File: config.mk
export PLATFORM = sky130hd
export DESIGN_NAME = usb_tx_endpoint_control
export DESIGN_NICKNAME = d
export VERILOG_FILES = /design/src/usb_tx_pkg.sv /design/src/usb_tx_endpoint_control.sv
export SDC_FILE = /design/constraint.sdc
export NUM_CORES = 1
export LEC_CHECK = 0
export ABC_AREA = 1
export BUFFER_PORTS_ARGS = -buffer_cell sky130_fd_sc_hd__buf_2
export CELL_PAD_IN_SITES_DETAIL_PLACEMENT = 1
export CELL_PAD_IN_SITES_GLOBAL_PLACEMENT = 1
export CORE_MARGIN = 2
export CORE_UTILIZATION = 49
export CTS_CLUSTER_SIZE = 20
export DETAILED_ROUTE_END_ITERATION = 12
export PLACE_DENSITY_LB_ADDON = 0.25
export SYNTH_ARGS = -nofsm -noshare
export SYNTH_HDL_FRONTEND = slang
export SYNTH_SLANG_ARGS = --single-unit
File: constraint.sdc
create_clock -name i_core_clk -period 4.5 [get_ports i_core_clk]
set_clock_uncertainty 0.05 [all_clocks]
set_input_delay 0.9 -clock i_core_clk [delete_from_list [all_inputs] [get_ports i_core_clk]]
set_output_delay 0.9 -clock i_core_clk [all_outputs]
set_load 0.05 [all_outputs]
File: src/usb_tx_pkg.sv
`default_nettype none
package usb_tx_pkg;
    localparam int ADDR_W = 34;
    localparam int DATA_W = 32;
    localparam int FIFO_DEPTH = 64;
    localparam int PTR_W = 7;
    localparam int IDX_W = 6;

    // Register index and byte addresses
    localparam logic [ADDR_W-1:0] CTRL_IDX   = 34'h050001866;
    localparam logic [ADDR_W-1:0] CTRL_ADDR  = {CTRL_IDX[ADDR_W-3:0], 2'b00};
    localparam logic [ADDR_W-1:0] FIFO_ADDR  = CTRL_ADDR + 34'h4;
    localparam logic [ADDR_W-1:0] CFG_ADDR   = CTRL_ADDR + 34'h8;
    localparam logic [ADDR_W-1:0] EVENT_ADDR = CTRL_ADDR + 34'hc;
    localparam logic [ADDR_W-1:0] STAT_ADDR  = CTRL_ADDR + 34'h10;

    localparam logic [7:0]       CTRL_RESET = 8'h00;
    localparam logic [PTR_W-1:0] FULL_CNT   = 7'h40;
    localparam logic [PTR_W-1:0] EMPTY_CNT  = 7'h00;
    localparam logic [PTR_W-1:0] PTR_ZERO   = 7'h00;
    localparam logic [PTR_W-1:0] PTR_ONE    = 7'h01;

    // Warning limit codes and thresholds
    localparam logic [1:0]       WARN_OFF   = 2'h0;
    localparam logic [1:0]       WARN_LT5   = 2'h1;
    localparam logic [1:0]       WARN_LT17  = 2'h2;
    localparam logic [PTR_W-1:0] WARN_CNT5  = 7'h05;
    localparam logic [PTR_W-1:0] WARN_CNT17 = 7'h11;

    localparam logic [7:0]  PID_DATA0  = 8'hc3;
    localparam logic [7:0]  PID_DATA1  = 8'h4b;
    localparam logic [15:0] CRC_INIT   = 16'hffff;
    localparam logic [15:0] CRC_POLY_R = 16'ha001;

    typedef struct packed {
        logic       skip_frame_match;
        logic [1:0] tx_fifo_warn_limit;
        logic       refill_fifo;
        logic       fifo_purge;
        logic       tx_data_pid_select;
        logic       packet_complete_mark;
        logic       tx_arm;
    } ctrl_t;

    typedef struct packed {
        logic       valid;
        logic       eop;
        logic       stuff_err;
        logic [7:0] data;
    } tx_beat_t;

    typedef enum logic [2:0] {S_IDLE, S_PID, S_DATA, S_CRC_HI, S_EOP} tx_state_t;
endpackage : usb_tx_pkg
`default_nettype wire
File: src/usb_tx_endpoint_control.sv
`timescale 1ns/1ps
`default_nettype none
module usb_tx_endpoint_control
    import usb_tx_pkg::*;
(
    input  wire logic              i_core_clk,
    input  wire logic              i_rstn,
    input  wire logic [ADDR_W-1:0] i_address,
    input  wire logic              i_read,
    input  wire logic              i_write,
    input  wire logic [DATA_W-1:0] i_writedata,
    input  wire logic [3:0]        i_byteenable,
    output logic      [DATA_W-1:0] o_readdata,
    output logic                   o_waitrequest,
    input  wire logic              i_in_token,
    input  wire logic              i_sof,
    input  wire logic              i_sof_frame_lsb,
    input  wire logic              i_phy_ready,
    output tx_beat_t               o_tx,
    output logic                   o_stall,
    output logic                   o_nak,
    output logic                   o_pkt_done
);

    //--------------------------------------------------------------
    // Declarations
    //--------------------------------------------------------------
    logic             ack;
    ctrl_t            ctrl;
    logic             iso;
    logic             stall_cfg;
    logic             frame_lsb;
    logic             warn_flag;
    logic [7:0]       fifo_mem [FIFO_DEPTH];
    logic [PTR_W-1:0] wp;
    logic [PTR_W-1:0] rp;
    logic [PTR_W-1:0] saved_rp;
    logic [PTR_W-1:0] count;
    logic [15:0]      crc;
    tx_state_t        state;
    logic             free;
    logic             busy;
    logic             eligible;
    logic             ctrl_wr;
    logic             cfg_wr;
    logic             fifo_wr;
    logic             warn_rd;
    logic             pop;
    logic             pkt_end;
    logic             underrun_end;
    logic             stall_hit;
    logic             purge_do;
    logic             refill_do;
    logic             sof_drop;
    logic             warn_set;
    logic [7:0]       pid;

    function automatic logic [15:0] crc_next(input logic [15:0] c, input logic [7:0] d);
        logic [15:0] r;
        r = c;
        for (int i = 0; i < 8; i++) begin
            r = (r[0] ^ d[i]) ? ((r >> 1) ^ CRC_POLY_R) : (r >> 1);
        end
        return r;
    endfunction : crc_next

    //--------------------------------------------------------------
    // Avalon slave
    //--------------------------------------------------------------
    assign o_waitrequest = (i_read | i_write) & ~ack;
    assign ctrl_wr = i_write & ack & i_byteenable[0] & (i_address == CTRL_ADDR);
    assign cfg_wr  = i_write & ack & i_byteenable[0] & (i_address == CFG_ADDR);
    assign fifo_wr = i_write & ack & i_byteenable[0] & (i_address == FIFO_ADDR)
                   & (count != FULL_CNT);
    assign warn_rd = i_read & ~ack & (i_address == EVENT_ADDR);

    always_ff @(posedge i_core_clk or negedge i_rstn) begin
        if (!i_rstn) begin
            ack <= 1'b0;
        end else begin
            ack <= (i_read | i_write) & ~ack;
        end
    end

    always_ff @(posedge i_core_clk or negedge i_rstn) begin
        if (!i_rstn) begin
            o_readdata <= '0;
        end else if (i_read & ~ack) begin
            unique case (i_address)
                CTRL_ADDR:  o_readdata <= {24'h0, ctrl};
                CFG_ADDR:   o_readdata <= {30'h0, stall_cfg, iso};
                EVENT_ADDR: o_readdata <= {31'h0, warn_flag};
                STAT_ADDR:  o_readdata <= {17'h0, busy, rp, count};
                default:    o_readdata <= '0;
            endcase
        end
    end

    //--------------------------------------------------------------
    // Status terms
    //--------------------------------------------------------------
    assign count = wp - rp;
    assign free  = ~o_tx.valid | i_phy_ready;
    assign busy  = (state != S_IDLE) | o_tx.valid;
    assign eligible = ctrl.tx_arm & ~ctrl.fifo_purge
                    & (~iso | ctrl.skip_frame_match | (frame_lsb == ctrl.tx_data_pid_select));
    assign pop          = (state == S_DATA) & free & (count != EMPTY_CNT);
    assign pkt_end      = (state == S_EOP) & free;
    assign underrun_end = (state == S_DATA) & free & (count == EMPTY_CNT)
                        & ~ctrl.packet_complete_mark;
    assign stall_hit    = (state == S_IDLE) & i_in_token & stall_cfg;
    assign purge_do     = ctrl.fifo_purge & ~busy;
    assign refill_do    = ctrl.refill_fifo & ~busy & ~ctrl.fifo_purge;
    assign sof_drop     = i_sof & iso & ctrl.tx_arm & ~ctrl.skip_frame_match
                        & (frame_lsb == ctrl.tx_data_pid_select) & (state == S_IDLE);
    assign pid = (~iso & ctrl.tx_data_pid_select) ? PID_DATA1 : PID_DATA0;

    //--------------------------------------------------------------
    // Control register
    //--------------------------------------------------------------
    always_ff @(posedge i_core_clk or negedge i_rstn) begin
        if (!i_rstn) begin
            ctrl <= ctrl_t'(CTRL_RESET);
        end else if (ctrl_wr) begin
            ctrl <= ctrl_t'(i_writedata[7:0]);
        end else begin
            if (pkt_end | underrun_end | stall_hit | sof_drop | purge_do) begin
                ctrl.tx_arm <= 1'b0;
            end
            if (pkt_end | sof_drop | purge_do) begin
                ctrl.packet_complete_mark <= 1'b0;
            end
            if (purge_do) begin
                ctrl.fifo_purge <= 1'b0;
            end
            if (refill_do) begin
                ctrl.refill_fifo <= 1'b0;
            end
        end
    end

    always_ff @(posedge i_core_clk or negedge i_rstn) begin
        if (!i_rstn) begin
            iso       <= 1'b0;
            stall_cfg <= 1'b0;
        end else if (cfg_wr) begin
            iso       <= i_writedata[0];
            stall_cfg <= i_writedata[1];
        end
    end

    always_ff @(posedge i_core_clk or negedge i_rstn) begin
        if (!i_rstn) begin
            frame_lsb <= 1'b0;
        end else if (i_sof) begin
            frame_lsb <= i_sof_frame_lsb;
        end
    end

    //--------------------------------------------------------------
    // FIFO storage and pointers
    //--------------------------------------------------------------
    always_ff @(posedge i_core_clk) begin
        if (fifo_wr) begin
            fifo_mem[wp[IDX_W-1:0]] <= i_writedata[7:0];
        end
    end

    always_ff @(posedge i_core_clk or negedge i_rstn) begin
        if (!i_rstn) begin
            wp <= PTR_ZERO;
        end else if (purge_do | sof_drop) begin
            wp <= PTR_ZERO;
        end else if (fifo_wr) begin
            wp <= wp + PTR_ONE;
        end
    end

    always_ff @(posedge i_core_clk or negedge i_rstn) begin
        if (!i_rstn) begin
            rp <= PTR_ZERO;
        end else if (purge_do | sof_drop) begin
            rp <= PTR_ZERO;
        end else if (refill_do) begin
            rp <= saved_rp;
        end else if (pop) begin
            rp <= rp + PTR_ONE;
        end
    end

    always_ff @(posedge i_core_clk or negedge i_rstn) begin
        if (!i_rstn) begin
            saved_rp <= PTR_ZERO;
        end else if (ctrl_wr & i_writedata[1]) begin
            saved_rp <= rp;
        end
    end

    //--------------------------------------------------------------
    // Warning event
    //--------------------------------------------------------------
    // Threshold check
    assign warn_set = ctrl.tx_arm
        & (((ctrl.tx_fifo_warn_limit == WARN_LT5) & (count < WARN_CNT5))
        | ((ctrl.tx_fifo_warn_limit == WARN_LT17) & (count < WARN_CNT17)));

    always_ff @(posedge i_core_clk or negedge i_rstn) begin
        if (!i_rstn) begin
            warn_flag <= 1'b0;
        end else if (warn_set) begin
            warn_flag <= 1'b1;
        end else if (warn_rd) begin
            warn_flag <= 1'b0;
        end
    end

    //--------------------------------------------------------------
    // Transmit state machine
    //--------------------------------------------------------------
    always_ff @(posedge i_core_clk or negedge i_rstn) begin
        if (!i_rstn) begin
            state      <= S_IDLE;
            o_tx       <= '0;
            crc        <= CRC_INIT;
            o_stall    <= 1'b0;
            o_nak      <= 1'b0;
            o_pkt_done <= 1'b0;
        end else begin
            o_stall    <= 1'b0;
            o_nak      <= 1'b0;
            o_pkt_done <= 1'b0;
            if (i_phy_ready) begin
                o_tx.valid <= 1'b0;
            end
            unique case (state)
                S_IDLE: begin
                    if (i_in_token) begin
                        if (stall_cfg) begin
                            o_stall <= 1'b1;
                        end else if (eligible) begin
                            state <= S_PID;
                        end else if (!iso) begin
                            o_nak <= 1'b1;
                        end
                    end
                end
                S_PID: begin
                    if (free) begin
                        o_tx  <= '{valid: 1'b1, eop: 1'b0, stuff_err: 1'b0, data: pid};
                        crc   <= CRC_INIT;
                        state <= S_DATA;
                    end
                end
                S_DATA: begin
                    if (free) begin
                        if (count != EMPTY_CNT) begin
                            o_tx <= '{valid: 1'b1, eop: 1'b0, stuff_err: 1'b0,
                                      data: fifo_mem[rp[IDX_W-1:0]]};
                            crc  <= crc_next(crc, fifo_mem[rp[IDX_W-1:0]]);
                        end else if (ctrl.packet_complete_mark) begin
                            o_tx  <= '{valid: 1'b1, eop: 1'b0, stuff_err: 1'b0,
                                       data: ~crc[7:0]};
                            state <= S_CRC_HI;
                        end else begin
                            o_tx       <= '{valid: 1'b1, eop: 1'b1, stuff_err: 1'b1,
                                            data: 8'h00};
                            state      <= S_IDLE;
                            o_pkt_done <= 1'b1;
                        end
                    end
                end
                S_CRC_HI: begin
                    if (free) begin
                        o_tx  <= '{valid: 1'b1, eop: 1'b0, stuff_err: 1'b0,
                                   data: ~crc[15:8]};
                        state <= S_EOP;
                    end
                end
                S_EOP: begin
                    if (free) begin
                        o_tx       <= '{valid: 1'b1, eop: 1'b1, stuff_err: 1'b0,
                                        data: 8'h00};
                        state      <= S_IDLE;
                        o_pkt_done <= 1'b1;
                    end
                end
            endcase
        end
    end
endmodule : usb_tx_endpoint_control
`default_nettype wire

== Yosys cells after proc, flatten, opt, wreduce, memory -nomap -nowiden ==
Memory sizes are Yosys's and may differ from the RTL's.
Cells that the tools add are included.

* Bits in registers: 99
* Bits in writable memories: 512
* Input port bits: 78
* Output and inout bits: 47
* Word-level logic and storage cells: 198
* Memories: 1

* Add/sub/neg operators: 3
* $lt $le $gt $ge: 2
* Eq/ne operators: 22
* Multiplexer cells: 60
* Bitwise gates (word level): 69
* Reductions and logical operators: 16

{| class="wikitable"
|+ Memories
! name !! depth !! bits a word !! read ports !! clocked after memory_dff !! write ports !! line !! text
|-
| fifo_mem || 64 || 8 || 1 || 0 || 1 || usb_tx_endpoint_control.sv:34 || <nowiki>logic [7:0] fifo_mem [FIFO_DEPTH];</nowiki>
|}

{| class="wikitable"
|+ Operators by type and width
! cell !! number
|-
| $mux 16 || 11
|-
| $eq 34x33->1 const B || 5
|-
| $pmux 15 s4 || 1
|-
| $mux 11 || 4
|-
| $pmux 11 s4 || 1
|-
| $mux 7 || 5
|-
| $pmux 16 s2 || 1
|-
| $and 1x1->1 || 31
|-
| $mux 3 || 8
|-
| $not 2->3 || 8
|-
| $mux 1 || 21
|-
| $mux 10 || 2
|-
| $ne 2x2->1 const B || 8
|-
| $not 8->8 || 2
|-
| $pmux 3 s5 || 1
|-
| $add 7x1->7 const B || 2
|-
| $reduce_bool 2->1 || 7
|-
| $or 1x1->1 || 13
|-
| $mux 8 || 1
|-
| $reduce_and 8->1 || 1
|-
| $xor 1x1->1 || 8
|-
| $logic_not 7->1 || 1
|-
| $lt 7x3->1 const B || 1
|-
| $lt 7x5->1 const B || 1
|-
| 18 further kinds || 28
|}

== Logic depth before layout (Yosys ltp) ==
Gate-level depths: netlist (run 1).
An unclocked memory read counts as a cell.

* Depth after elaboration: 20
* Gate-level depth with buffers: 30
* Mapped depth without buffers: 28

== Worst setup path after synthesis (run 1) ==
OpenSTA, ideal clock, no wires.

* Path kind: register -> register
* From: reg rp[1]
* To: mem fifo_mem[63][0] (enable)
* Arrival: 3.361 ns
* Data required time: 4.064 ns
* Setup slack: 0.703 ns
* Stages on the path, launching flop included: 18
* Buffers on the path: 4
* Cells stage by stage: dfrtp_1 -> inv_2 -> buf_2 -> buf_2 -> buf_2 -> buf_2 -> fa_1 -> a21oi_1 -> o21ai_0 -> a21oi_1 -> o21bai_1 -> xor2_1 -> inv_1 -> nand2_1 -> nand3_1 -> nor2_1 -> nand2_1 -> nor3_1

* Word-level cells in the longest chain between the ends: 5

{| class="wikitable"
|+ RTL lines
! element !! line !! text
|-
| start: declaration || usb_tx_endpoint_control.sv:36 || <nowiki>logic [PTR_W-1:0] rp;</nowiki>
|-
| start signal: assignment || usb_tx_endpoint_control.sv:185 || <nowiki>rp <= saved_rp;</nowiki>
|-
| start signal: assignment || usb_tx_endpoint_control.sv:187 || <nowiki>rp <= rp + PTR_ONE;</nowiki>
|-
| $sub 7x7->7 || usb_tx_endpoint_control.sv:102 || <nowiki>assign count = wp - rp;</nowiki>
|-
| $ne 7x7->1 || usb_tx_endpoint_control.sv:74 || <nowiki>& (count != FULL_CNT);</nowiki>
|-
| $and 1x1->1 || usb_tx_endpoint_control.sv:74 ||
|-
| $mux 1 || usb_tx_endpoint_control.sv:164 || <nowiki>if (fifo_wr) begin</nowiki>
|-
| $mux 1 (implied by the code) || usb_tx_endpoint_control.sv:165 || <nowiki>fifo_mem[wp[IDX_W-1:0]] <= i_writedata[7:0];</nowiki>
|-
| end: declaration || usb_tx_endpoint_control.sv:34 ||
|}

Every way passes these cells.

== Final worst setup path (run 1) ==
* From: reg rp[0]
* To: mem fifo_mem[30][6] (enable)

The elaborated chain is that of the path after synthesis.

==> results.json, run 1 <==
{
  "r2r_slack_ps": 490,
  "hpwlAfterDp_um": 46200,
  "pwr-share-clk": 0.269,
  "vias": 18500,
  "hold_viol": 0,
  "dieArea_sq_um": 54500,
  "ys_seq_area_frac": 0.676,
  "max_freq_mhz": 249,
  "power_frac_seq": 0.365,
  "cp.arrival_ps": 4220,
  "synth_most_common_cell": "nand2_1",
  "grt_setup_unrepaired": "no",
  "cp_slowest_cell": "nor2_1",
  "ir_drop_mv": 0.392,
  "r2r-end": "fifo_mem[30][6]",
  "combPwrFrac": 0.366,
  "htreeDepth": 2,
  "clockRootBuffer": "clkbuf_16",
  "crit_chain": "ha_1 -> inv_1 -> fa_1 -> a21oi_1 -> o21ai_0 -> a21oi_1 -> o21bai_1 -> xor2_1 -> inv_1 -> nand2_1 -> nand3_1 -> nor2_1 -> nand2_1 -> nor2_1",
  "core_area_sq_um": 52300,
  "power_density_nw_per_um2": 599,
  "cts_buffer_depth": 3,
  "fin_nets": 2555,
  "cts.sinks": 594,
  "whs_ps": 296,
  "area_growth_pct": 11.5,
  "worstMarginPinSlew_ps": 1150,
  "firstDrtPassIters": 5,
  "cts_tree": "yes",
  "start_util": 0.493,
  "p_switching_uw": 6740,
  "cp-start-kind": "register",
  "antenna_cells": 0,
  "totalWireLength_um": 74400,
  "ys_ff_latch": 594,
  "ioPinCount": 125,
  "ant_nets": 0,
  "slew_headroom": 0.232,
  "postSynthCellCount": 2341,
  "drive_gt1_frac": 0.119,
  "io_buffers": 80,
  "cts.repair.resized": 0,
  "drc": 0,
  "cpPeakStageDelay_ps": 690,
  "grt_pass1_wl_um": 113000,
  "crit_type": "register to register",
  "die_h_um": 234,
  "grt_pass1_vias": 19300,
  "cp.required_ps": 4710,
  "synthFlopType": "edfxtp_1",
  "gp_congestion": 0.868,
  "ff2ff_path_depth": 14,
  "grt_max_degree": 130,
  "async_flop_share": 0.138,
  "setup-violations-final": 0,
  "r2r-start": "rp[0]",
  "synthTopCellsByCount": "556 x nand2_1, 512 x edfxtp_1, 271 x nor2_1, 176 x nand3_1, 141 x inv_1",
  "leakage_uw": 0.0111,
  "synthesis.area_sq_um": 25800,
  "fin_area_sq_um": 28800,
  "post_drt_via_cell_ratio": 5.77,
  "synth_top_cell_area_share": 0.595,
  "fin_tns_setup_ps": 0,
  "finalCritPeriodShare": 0.892,
  "clk_latency_ps": 640,
  "synth_area_leaders": "edfxtp_1 60%, nand2_1 8.1%, dfrtp_1 6.4%, nor2_1 3.9%, nand3_1 3.4%",
  "drv_cap": 0,
  "swShare": 0.391,
  "first_iter_violations": 1569,
  "grt_overflow": 0,
  "die_w_um": 234,
  "synth_edf_count": 512,
  "intPower_uw": 10500,
  "fin_crit_ps": 4010,
  "clk_pin_slew_ps": 60,
  "hold_buffers": 0,
  "drv_slew": 0,
  "yosysWarningCount": 0,
  "post_dp_cell_area_sq_um": 27000,
  "track_usage": 0.278,
  "worst-path-max-fanout": 8,
  "rows": 84,
  "antenna_found_initial": 1,
  "routedWlPerCell_um": 23.2,
  "min_path_type": "input pin to asynchronous set/reset pin",
  "yosysTopAreaCell": "edfxtp_1",
  "post_cts_buffers": 0,
  "avgSynthCellArea_sq_um": 11.0,
  "cts_inserted_buffers": 60,
  "endpoint_kind": "register",
  "status": "complete, no violations",
  "ys_types": 55,
  "nFillCells": 5618
}
## worst max-delay path by stage
| stage | from | to | slack, ps | cells after the start |
|---|---|---|---|---|
| global placement | rp[0] | fifo_mem[30][1] | 640 | 14 |
| detailed placement | rp[0] | fifo_mem[47][0] | 450 | 15 |
| floorplan | rp[1] | fifo_mem[63][0] | 700 | 17 |
| CTS | rp[0] | fifo_mem[47][1] | 490 | 15 |
| global route | rp[0] | fifo_mem[39][7] | 140 | 15 |
| finish | rp[0] | fifo_mem[30][6] | 490 | 14 |
## state kept, by name, indices dropped and copies added (netlist names)
name,flops
o_readdata,15
frame_lsb,1
ack,1
state,3
wp,7
ctrl,8
rp,7
stall_cfg,1
crc,16
o_stall,1
o_nak,1
o_tx,11
iso,1
saved_rp,7
o_pkt_done,1
warn_flag,1
fifo_mem,512
## worst max-delay path: cells and delay by family (launching register included)
kind / cells / cell delay [ps]
AO/OA/AOI/OAI: 4 / 590
XOR/XNOR: 1 / 230
adder cells (fa/ha/maj): 2 / 430
buffers and inverters: 2 / 200
flip-flops: 1 / 560
AND/OR/NAND/NOR: 5 / 1560
## cell usage in the layout, fill, tap and decap left out, types with 3 or more instances in the layout
cell       Yosys  final
a21oi_1      116    116
a22o_1         3      3
a22oi_1       33     33
a31oi_1        3      3
a32o_1         6      6
a32oi_1        4      4
buf_12         0      3
buf_2         41     79
buf_4         40     96
clkbuf_1      14     16
clkbuf_16      0     60
clkinv_1       5     21
clkinv_2       0      8
conb_1         1     17
dfrtp_1       66     64
dfstp_2       16     16
edfxtp_1     512    512
ha_1           8      8
inv_1        141    141
inv_2          7      6
inv_6          1      3
nand2_1      556    556
nand2_2        8      8
nand3_1      176    176
nand3_2        3      3
nand4_1        8      8
nor2_1       271    271
nor3_1        17     17
nor4_1        13     13
o2111ai_1      6      6
o211ai_1      28     28
o21ai_0      106    106
o21ai_1       28     28
o221ai_1      14     14
o22ai_1       10     10
o31ai_1        8      8
xor2_1        12     12
## per-stage QoR
stage / setup slack (ps) / power [uW] / utilization / cells
4_1_cts: 486 / 17300 / 0.550 / 3201
6_report: 487 / 17300 / 0.550 / 3201
3_3_place_gp: 640 / 12400 / 0.516 / 3094
5_1_grt: 140 / 18200 / 0.550 / 3201
3_5_place_dp: 449 / 12600 / 0.516 / 3094
2_1_floorplan: 703 / 10900 / - / 2357
## power by group through the flow
stage | registers (uW) | logic [uW] | clock network [uW]
after global routing | 6310 | 6980 | 4890
final | 6290 | 6310 | 4640
after floorplan | 6500 | 4430 | 0
after CTS | 6290 | 6300 | 4710
after detailed placement | 6410 | 6220 | 0
after global placement | 6390 | 5970 | 0
## cell families after synthesis
kind of cell / after synthesis / synth area share
compound gates: 375 / 0.0865
xor+xnor: 15 / 0.00538
mux: 2 / 0.000872
simple gates: 1062 / 0.169
other cells: 1 / 0.000145
fa+ha+maj: 9 / 0.00465
buf+inv: 283 / 0.0580
flops: 594 / 0.676
## metal layers
| metal | global-route usage | share of wire | wire length (um) | up-vias |
|---|---|---|---|---|
| met5 | 0 | 0.00016 | 12 | - |
| met4 | 0.107 | 0.037 | 2730 | 2 |
| met3 | 0.0404 | 0.057 | 4260 | 162 |
| met2 | 0.471 | 0.50 | 36800 | 593 |
| met1 | 0.361 | 0.41 | 30600 | 9349 |
| li1 | - | - | - | 8379 |
## cell type report
| class | count | area [sq um] | area share |
|---|---|---|---|
| Clock buffer | 76 | 1560 | 0.0542 |
| Clock inverter | 31 | 221 | 0.00769 |
| Inverter | 154 | 586 | 0.0203 |
| Multi-Input combinational cell | 1480 | 6940 | 0.241 |
| Sequential cell | 594 | 17500 | 0.606 |
| Tap cell | 688 | 861 | 0.0299 |
| Timing Repair Buffer | 178 | 1180 | 0.0408 |
Note: power is estimated with default switching activity, not from simulation.
==> run 2: changes to the inputs <==
==> constraint.sdc (replaced) <==
create_clock -name i_core_clk -period 4.4 [get_ports i_core_clk]
set_clock_uncertainty 0.05 [all_clocks]
set_input_delay 0.88 -clock i_core_clk [delete_from_list [all_inputs] [get_ports i_core_clk]]
set_output_delay 0.88 -clock i_core_clk [all_outputs]
set_load 0.05 [all_outputs]
==> run 2 against run 1 <==
Critical path depth increased by 2. Hold slack worse by 37 ps. Power increased by 3.4%. Critical path type unchanged.
==> results.json, run 2 (synthesized netlist as in run 1, its figures left out) <==
{
  "status": "complete, no violations",
  "antenna_cells": 0,
  "totalWireLength_um": 73500,
  "core_area_sq_um": 52300,
  "cp-start-kind": "register",
  "ir_drop_mv": 0.469,
  "cp.required_ps": 4610,
  "firstDrtPassIters": 5,
  "final_cell_mix": "555 x nand2_1, 512 x edfxtp_1, 262 x nor2_1",
  "drive_gt1_frac": 0.117,
  "dieArea_sq_um": 54500,
  "crit_type": "register to register",
  "grt_max_degree": 215,
  "post_drt_via_cell_ratio": 5.79,
  "cp_slowest_cell": "nor2_1",
  "worstMarginPinSlew_ps": 1090,
  "cp.arrival_ps": 4260,
  "antenna_found_initial": 0,
  "clk_pin_slew_ps": 60,
  "finalCritPeriodShare": 0.921,
  "fin_tns_setup_ps": 0,
  "start_util": 0.493,
  "endpoint_kind": "register",
  "fin_crit_ps": 4050,
  "crit_chain": "inv_1 -> ha_1 -> inv_1 -> fa_1 -> a21oi_1 -> o21ai_0 -> a21oi_1 -> o21bai_1 -> xor2_1 -> inv_1 -> nand2_1 -> nand3_1 -> nor2_1 -> nand2_1 -> buf_4 -> nor2_1",
  "cts_inserted_buffers": 60,
  "drc": 0,
  "fin_nets": 2535,
  "track_usage": 0.274,
  "ioPinCount": 125,
  "die_h_um": 234,
  "hold_viol": 0,
  "hpwlAfterDp_um": 45700,
  "cts.sinks": 594,
  "power_density_nw_per_um2": 620,
  "cts_buffer_depth": 3,
  "hold_buffers": 0,
  "grt_overflow": 0,
  "cts_tree": "yes",
  "leakage_uw": 0.0110,
  "slew_headroom": 0.274,
  "post_cts_buffers": 0,
  "drv_cap": 0,
  "vias": 18400,
  "final_common_cell": "nand2_1",
  "die_w_um": 234,
  "clockRootBuffer": "clkbuf_16",
  "grt_setup_unrepaired": "no",
  "crit_path_frequent_cell": "inv_1",
  "grt_pass1_vias": 19400,
  "post-route-util": 0.550,
  "htreeDepth": 2,
  "gp_congestion": 0.865,
  "cpPeakStageDelay_ps": 700,
  "routedWlPerCell_um": 23.1,
  "setup-violations-final": 0,
  "clk_latency_ps": 630,
  "grt_pass1_wl_um": 113000,
  "io_buffers": 80,
  "min_path_type": "input pin to asynchronous set/reset pin",
  "worst-path-max-fanout": 11,
  "largest_register_ffs": 512,
  "rows": 84,
  "max_freq_mhz": 247,
  "area_growth_pct": 11.5,
  "ant_nets": 0,
  "drv_slew": 0,
  "first_iter_violations": 1569
}
run 2: cell count changes in the layout (fill, tap and decap cells not counted), sizes merged:
cell / before / now
buf: 178 / 158
clkbuf: 76 / 88
clkinv: 30 / 23
bufinv: 2 / 3
clkinvlp: 1 / 0
inv: 152 / 151
run 2: cell type report:
cell class | count | area, sq um
clock buffer | 88 | 1670
clock inverter | 23 | 189
fill | 5541 | 23600
inverter | 154 | 586
multi-input combinational | 1480 | 6960
sequential | 594 | 17500
tap | 688 | 861
timing repair buffer | 158 | 1060
run 2: layer usage:
metal / global-route usage / part of all wire / vias up
li1: - / - / 8332
met1: 0.367 / 0.42 / 9405
met2: 0.457 / 0.49 / 549
met3: 0.0349 / 0.056 / 142
met4: 0.108 / 0.034 / 0
met5: 0 / 0 / -
run 2: power breakdown:
group | total [uW] | internal, uW | leakage (uW) | switching (uW)
combinational | 6500 | 1860 | 0.00445 | 4640
sequential | 6430 | 6310 | 0.00564 | 113
clock | 4920 | 2790 | 0.000906 | 2130
run 2: repair_timing:
action	in CTS	in global routing
endpoints found under the setup margin	0	61
resized for setup	0	10
hold endpoints to repair	0	0
run 2: through the flow:
stage / setup WS, ps / cells / hold WS, ps / cell area [sq um] / power, uW
6_report: 350 / 3185 / 259 / 28800 / 17800
5_1_grt: 45.0 / 3185 / 298 / 28800 / 18800
4_1_cts: 85.7 / 3185 / 273 / 28800 / 17900
3_5_place_dp: 126 / 3074 / 420 / 26900 / 13000
3_3_place_gp: 252 / 3074 / 399 / 26900 / 12700
2_1_floorplan: 603 / 2357 / 403 / 25900 / 11200
run 2: worst max-delay path: cells and delay by family, from the launching register on:
| kind | cells | cell delay (ps) |
|---|---|---|
| and+or+nand+nor | 5 | 1350 |
| adders and majority gates | 2 | 560 |
| AOI/OAI and AO/OA | 4 | 560 |
| buffers and inverters | 4 | 530 |
| DFF | 1 | 400 |
| xor gates and xnor gates | 1 | 210 |
run 2: path summary, 6_finish.rpt:
path                               from         endpoint  slack (ps)  cells past startpoint
worst min-delay path             i_rstn          o_tx[1]         260                      1
min in group i_core_clk         o_tx[3]          o_tx[3]         430                      2
worst min register to register  o_tx[3]          o_tx[3]         430                      2
worst max register to register    wp[0]  fifo_mem[47][0]         350                     16
worst max-delay path              wp[0]  fifo_mem[47][0]         350                     16
max in group asynchronous        i_rstn          o_tx[8]        3190                      2
==> run 3: changes to the inputs <==
--- a/config.mk
+++ b/config.mk
@@ -5,12 +5,11 @@
 export SDC_FILE = /design/constraint.sdc
 export NUM_CORES = 1
 export LEC_CHECK = 0
-export ABC_AREA = 1
 export BUFFER_PORTS_ARGS = -buffer_cell sky130_fd_sc_hd__buf_2
 export CELL_PAD_IN_SITES_DETAIL_PLACEMENT = 1
 export CELL_PAD_IN_SITES_GLOBAL_PLACEMENT = 1
 export CORE_MARGIN = 2
-export CORE_UTILIZATION = 49
+export CORE_UTILIZATION = 53
 export CTS_CLUSTER_SIZE = 20
 export DETAILED_ROUTE_END_ITERATION = 12
 export PLACE_DENSITY_LB_ADDON = 0.25
==> run 3 against run 2 <==
Setup slack worse by 110 ps. Sequential share of layout area grew 1.5 points. Critical path depth down 3. Sequential cell count unchanged. Utilization rose by 5.8 points. Power is 4.4% lower. Synthesized cell count fell by 38%. Final area fell by 2.4%. First-iteration DRC count decreased by 0.70%. Count of clock-buffer cells in the layout shrank 14. Critical endpoint is now fifo_mem[16][7]. Largest cell class unchanged. Highest routed layer unchanged.
==> results.json, run 3 <==
{
  "area_growth_pct": 13.9,
  "cpPeakStageDelay_ps": 550,
  "final_cell_mix": "512 x edfxtp_1, 119 x nor2_1, 114 x mux4_2",
  "vias": 14300,
  "grt_use_met1": 0.373,
  "fin_nets": 1717,
  "cts_inserted_buffers": 59,
  "grt_overflow": 0,
  "synth_most_common_cell": "edfxtp_1",
  "totalWireLength_um": 66500,
  "clk_pin_slew_ps": 60,
  "async_flop_share": 0.138,
  "hpwlAfterDp_um": 41900,
  "slew_headroom": 0.122,
  "crit_chain": "ha_1 -> inv_1 -> fa_1 -> a21o_1 -> a21oi_1 -> o21ai_1 -> a21oi_1 -> xnor2_1 -> o2111a_1 -> and2_1 -> nand2_1 -> nor2_1 -> buf_4",
  "clockRootBuffer": "clkbuf_16",
  "ys_seq_area_frac": 0.707,
  "synth_edf_count": 512,
  "grt_pass1_wl_um": 98300,
  "worstMarginPinSlew_ps": 1320,
  "final_common_cell": "edfxtp_1",
  "die_w_um": 220,
  "track_usage": 0.283,
  "gp_congestion": 0.861,
  "status": "complete, no violations",
  "ys_ff_latch": 594,
  "ioPinCount": 125,
  "ys_types": 75,
  "ant_nets": 0,
  "synth_top_cell_area_share": 0.623,
  "met2_usage": 0.471,
  "max_freq_mhz": 240,
  "die_h_um": 220,
  "synthFlopType": "edfxtp_1",
  "cp.required_ps": 4680,
  "cts.sinks": 594,
  "place_ws_ps": 260,
  "crit_type": "register to register",
  "cp-start-kind": "register",
  "grt_max_degree": 83,
  "postSynthCellCount": 1463,
  "synth_area_leaders": "edfxtp_1 62%, mux4_2 10%, dfrtp_1 6.7%, mux2i_1 2.2%, nor2_1 1.8%",
  "drive_gt1_frac": 0.258,
  "yosysTopAreaCell": "edfxtp_1",
  "fin_tns_setup_ps": 0,
  "yosysWarningCount": 0,
  "largest_register_ffs": 512,
  "post_drt_via_cell_ratio": 6.26,
  "cts_buffer_depth": 3,
  "busiest_layer": "met2",
  "grt_setup_unrepaired": "no",
  "avgSynthCellArea_sq_um": 16.9,
  "htreeDepth": 2,
  "ir_drop_mv": 0.475,
  "synthesis.area_sq_um": 24700,
  "core_area_sq_um": 46300,
  "leakage_uw": 0.00981,
  "cp.arrival_ps": 4440,
  "routedWlPerCell_um": 29.1,
  "first_iter_violations": 1558,
  "grt.met3_usage": 0.0536,
  "finalCritPeriodShare": 0.946,
  "rows": 79,
  "hold_viol": 0,
  "clk_latency_ps": 620,
  "cp_slowest_cell": "dfrtp_4",
  "drc": 0,
  "endpoint_kind": "register",
  "antenna_cells": 0,
  "firstDrtPassIters": 5,
  "setup-violations-final": 0,
  "power_density_nw_per_um2": 607,
  "dieArea_sq_um": 48300,
  "crit_path_frequent_cell": "a21oi_1",
  "min_path_type": "input pin to asynchronous set/reset pin",
  "cts_tree": "yes",
  "grt_pass1_vias": 15100,
  "antenna_found_initial": 0,
  "fin_crit_ps": 4160,
  "drv_slew": 0,
  "worst-path-max-fanout": 8,
  "start_util": 0.533,
  "io_buffers": 80,
  "final.setup.worst_slack_ps": 236,
  "synthTopCellsByCount": "512 x edfxtp_1, 121 x nor2_1, 114 x mux4_2, 113 x nand2_1, 66 x dfrtp_1",
  "drv_cap": 0
}
-- run 3: cell types whose count changed after synthesis, moves of 69 or more --
cell	before	now
a21oi_1	116	28
inv_1	141	12
mux4_2	0	114
nand2_1	556	113
nand3_1	176	24
nor2_1	271	121
o21ai_0	106	37
-- run 3: area by class of cell --
class,instances,area (sq um)
Sequential cell,594,17500
Tap cell,607,759
Fill cell,4214,18200
Clock buffer,74,1530
Multi-Input combinational cell,769,6590
Inverter,16,60.1
Timing Repair Buffer,190,1300
Clock inverter,34,398
-- run 3: worst paths after layout --
path,startpoint,end,slack [ps],depth (start not counted)
worst max-delay path,rp[0],fifo_mem[16][7],240,13
max in group asynchronous,i_rstn,rp[0],3070,1
worst max register to register,rp[0],fifo_mem[16][7],240,13
worst min-delay path,i_rstn,o_readdata[3],390,1
min in group i_core_clk,i_writedata[4],fifo_mem[22][4],410,1
worst min register to register,o_tx[9],o_tx[9],430,1
-- run 3: metal layers --
metal	wire [um]	part of all wire	up-vias
li1	-	-	6009
met1	26000	0.39	7541
met2	32900	0.50	608
met3	5160	0.078	145
met4	2390	0.036	0
met5	0	0	-
-- run 3: timing repair --
action / 4_1_cts / 5_1_grt
hold buffers: 0 / 0
buffers inserted: 0 / 0
endpoints found under the hold margin: 0 / 0
endpoints found under the setup margin: 0 / 14
gates resized for setup: 0 / 2
-- run 3: cell families (layout without fill, tap and decap cells) --
group,Yosys count,in the layout,synth area share
multiplexers,179,179,0.133
XOR/XNOR,35,35,0.0145
adder cells (fa/ha/maj),9,9,0.00487
buffers and inverters,116,314,0.0284
AND/OR/NAND/NOR,357,357,0.0657
flip-flops,594,594,0.707
other,1,17,0.000152
AO/OA/AOI/OAI,172,172,0.0463
-- run 3: stage by stage --
stage                util  cell area (sq um)  hold WS [ps]  instances  total power, uW
floorplan               -              24700           401       1479            10200
global placement    0.566              26200           397       2176            11900
detailed placement  0.566              26200           418       2176            12000
CTS                 0.607              28100           387       2284            17100
global route        0.608              28100           403       2284            17600
finish              0.608              28100           394       2284            17100
-- run 3: critical path, delay by kind of cell, from the launching register on --
family	cells	cell delay, ps
AOI/OAI and AO/OA	5	1000
xor gates and xnor gates	1	220
adders and majority gates	2	610
buffers and inverters	2	300
DFF	1	550
and+or+nand+nor	3	1110
-- run 3: power by group --
group	internal (uW)	switching (uW)	leakage, uW
registers	6180	78.4	0.00564
clock network	2990	2140	0.000941
logic	2480	3200	0.00323
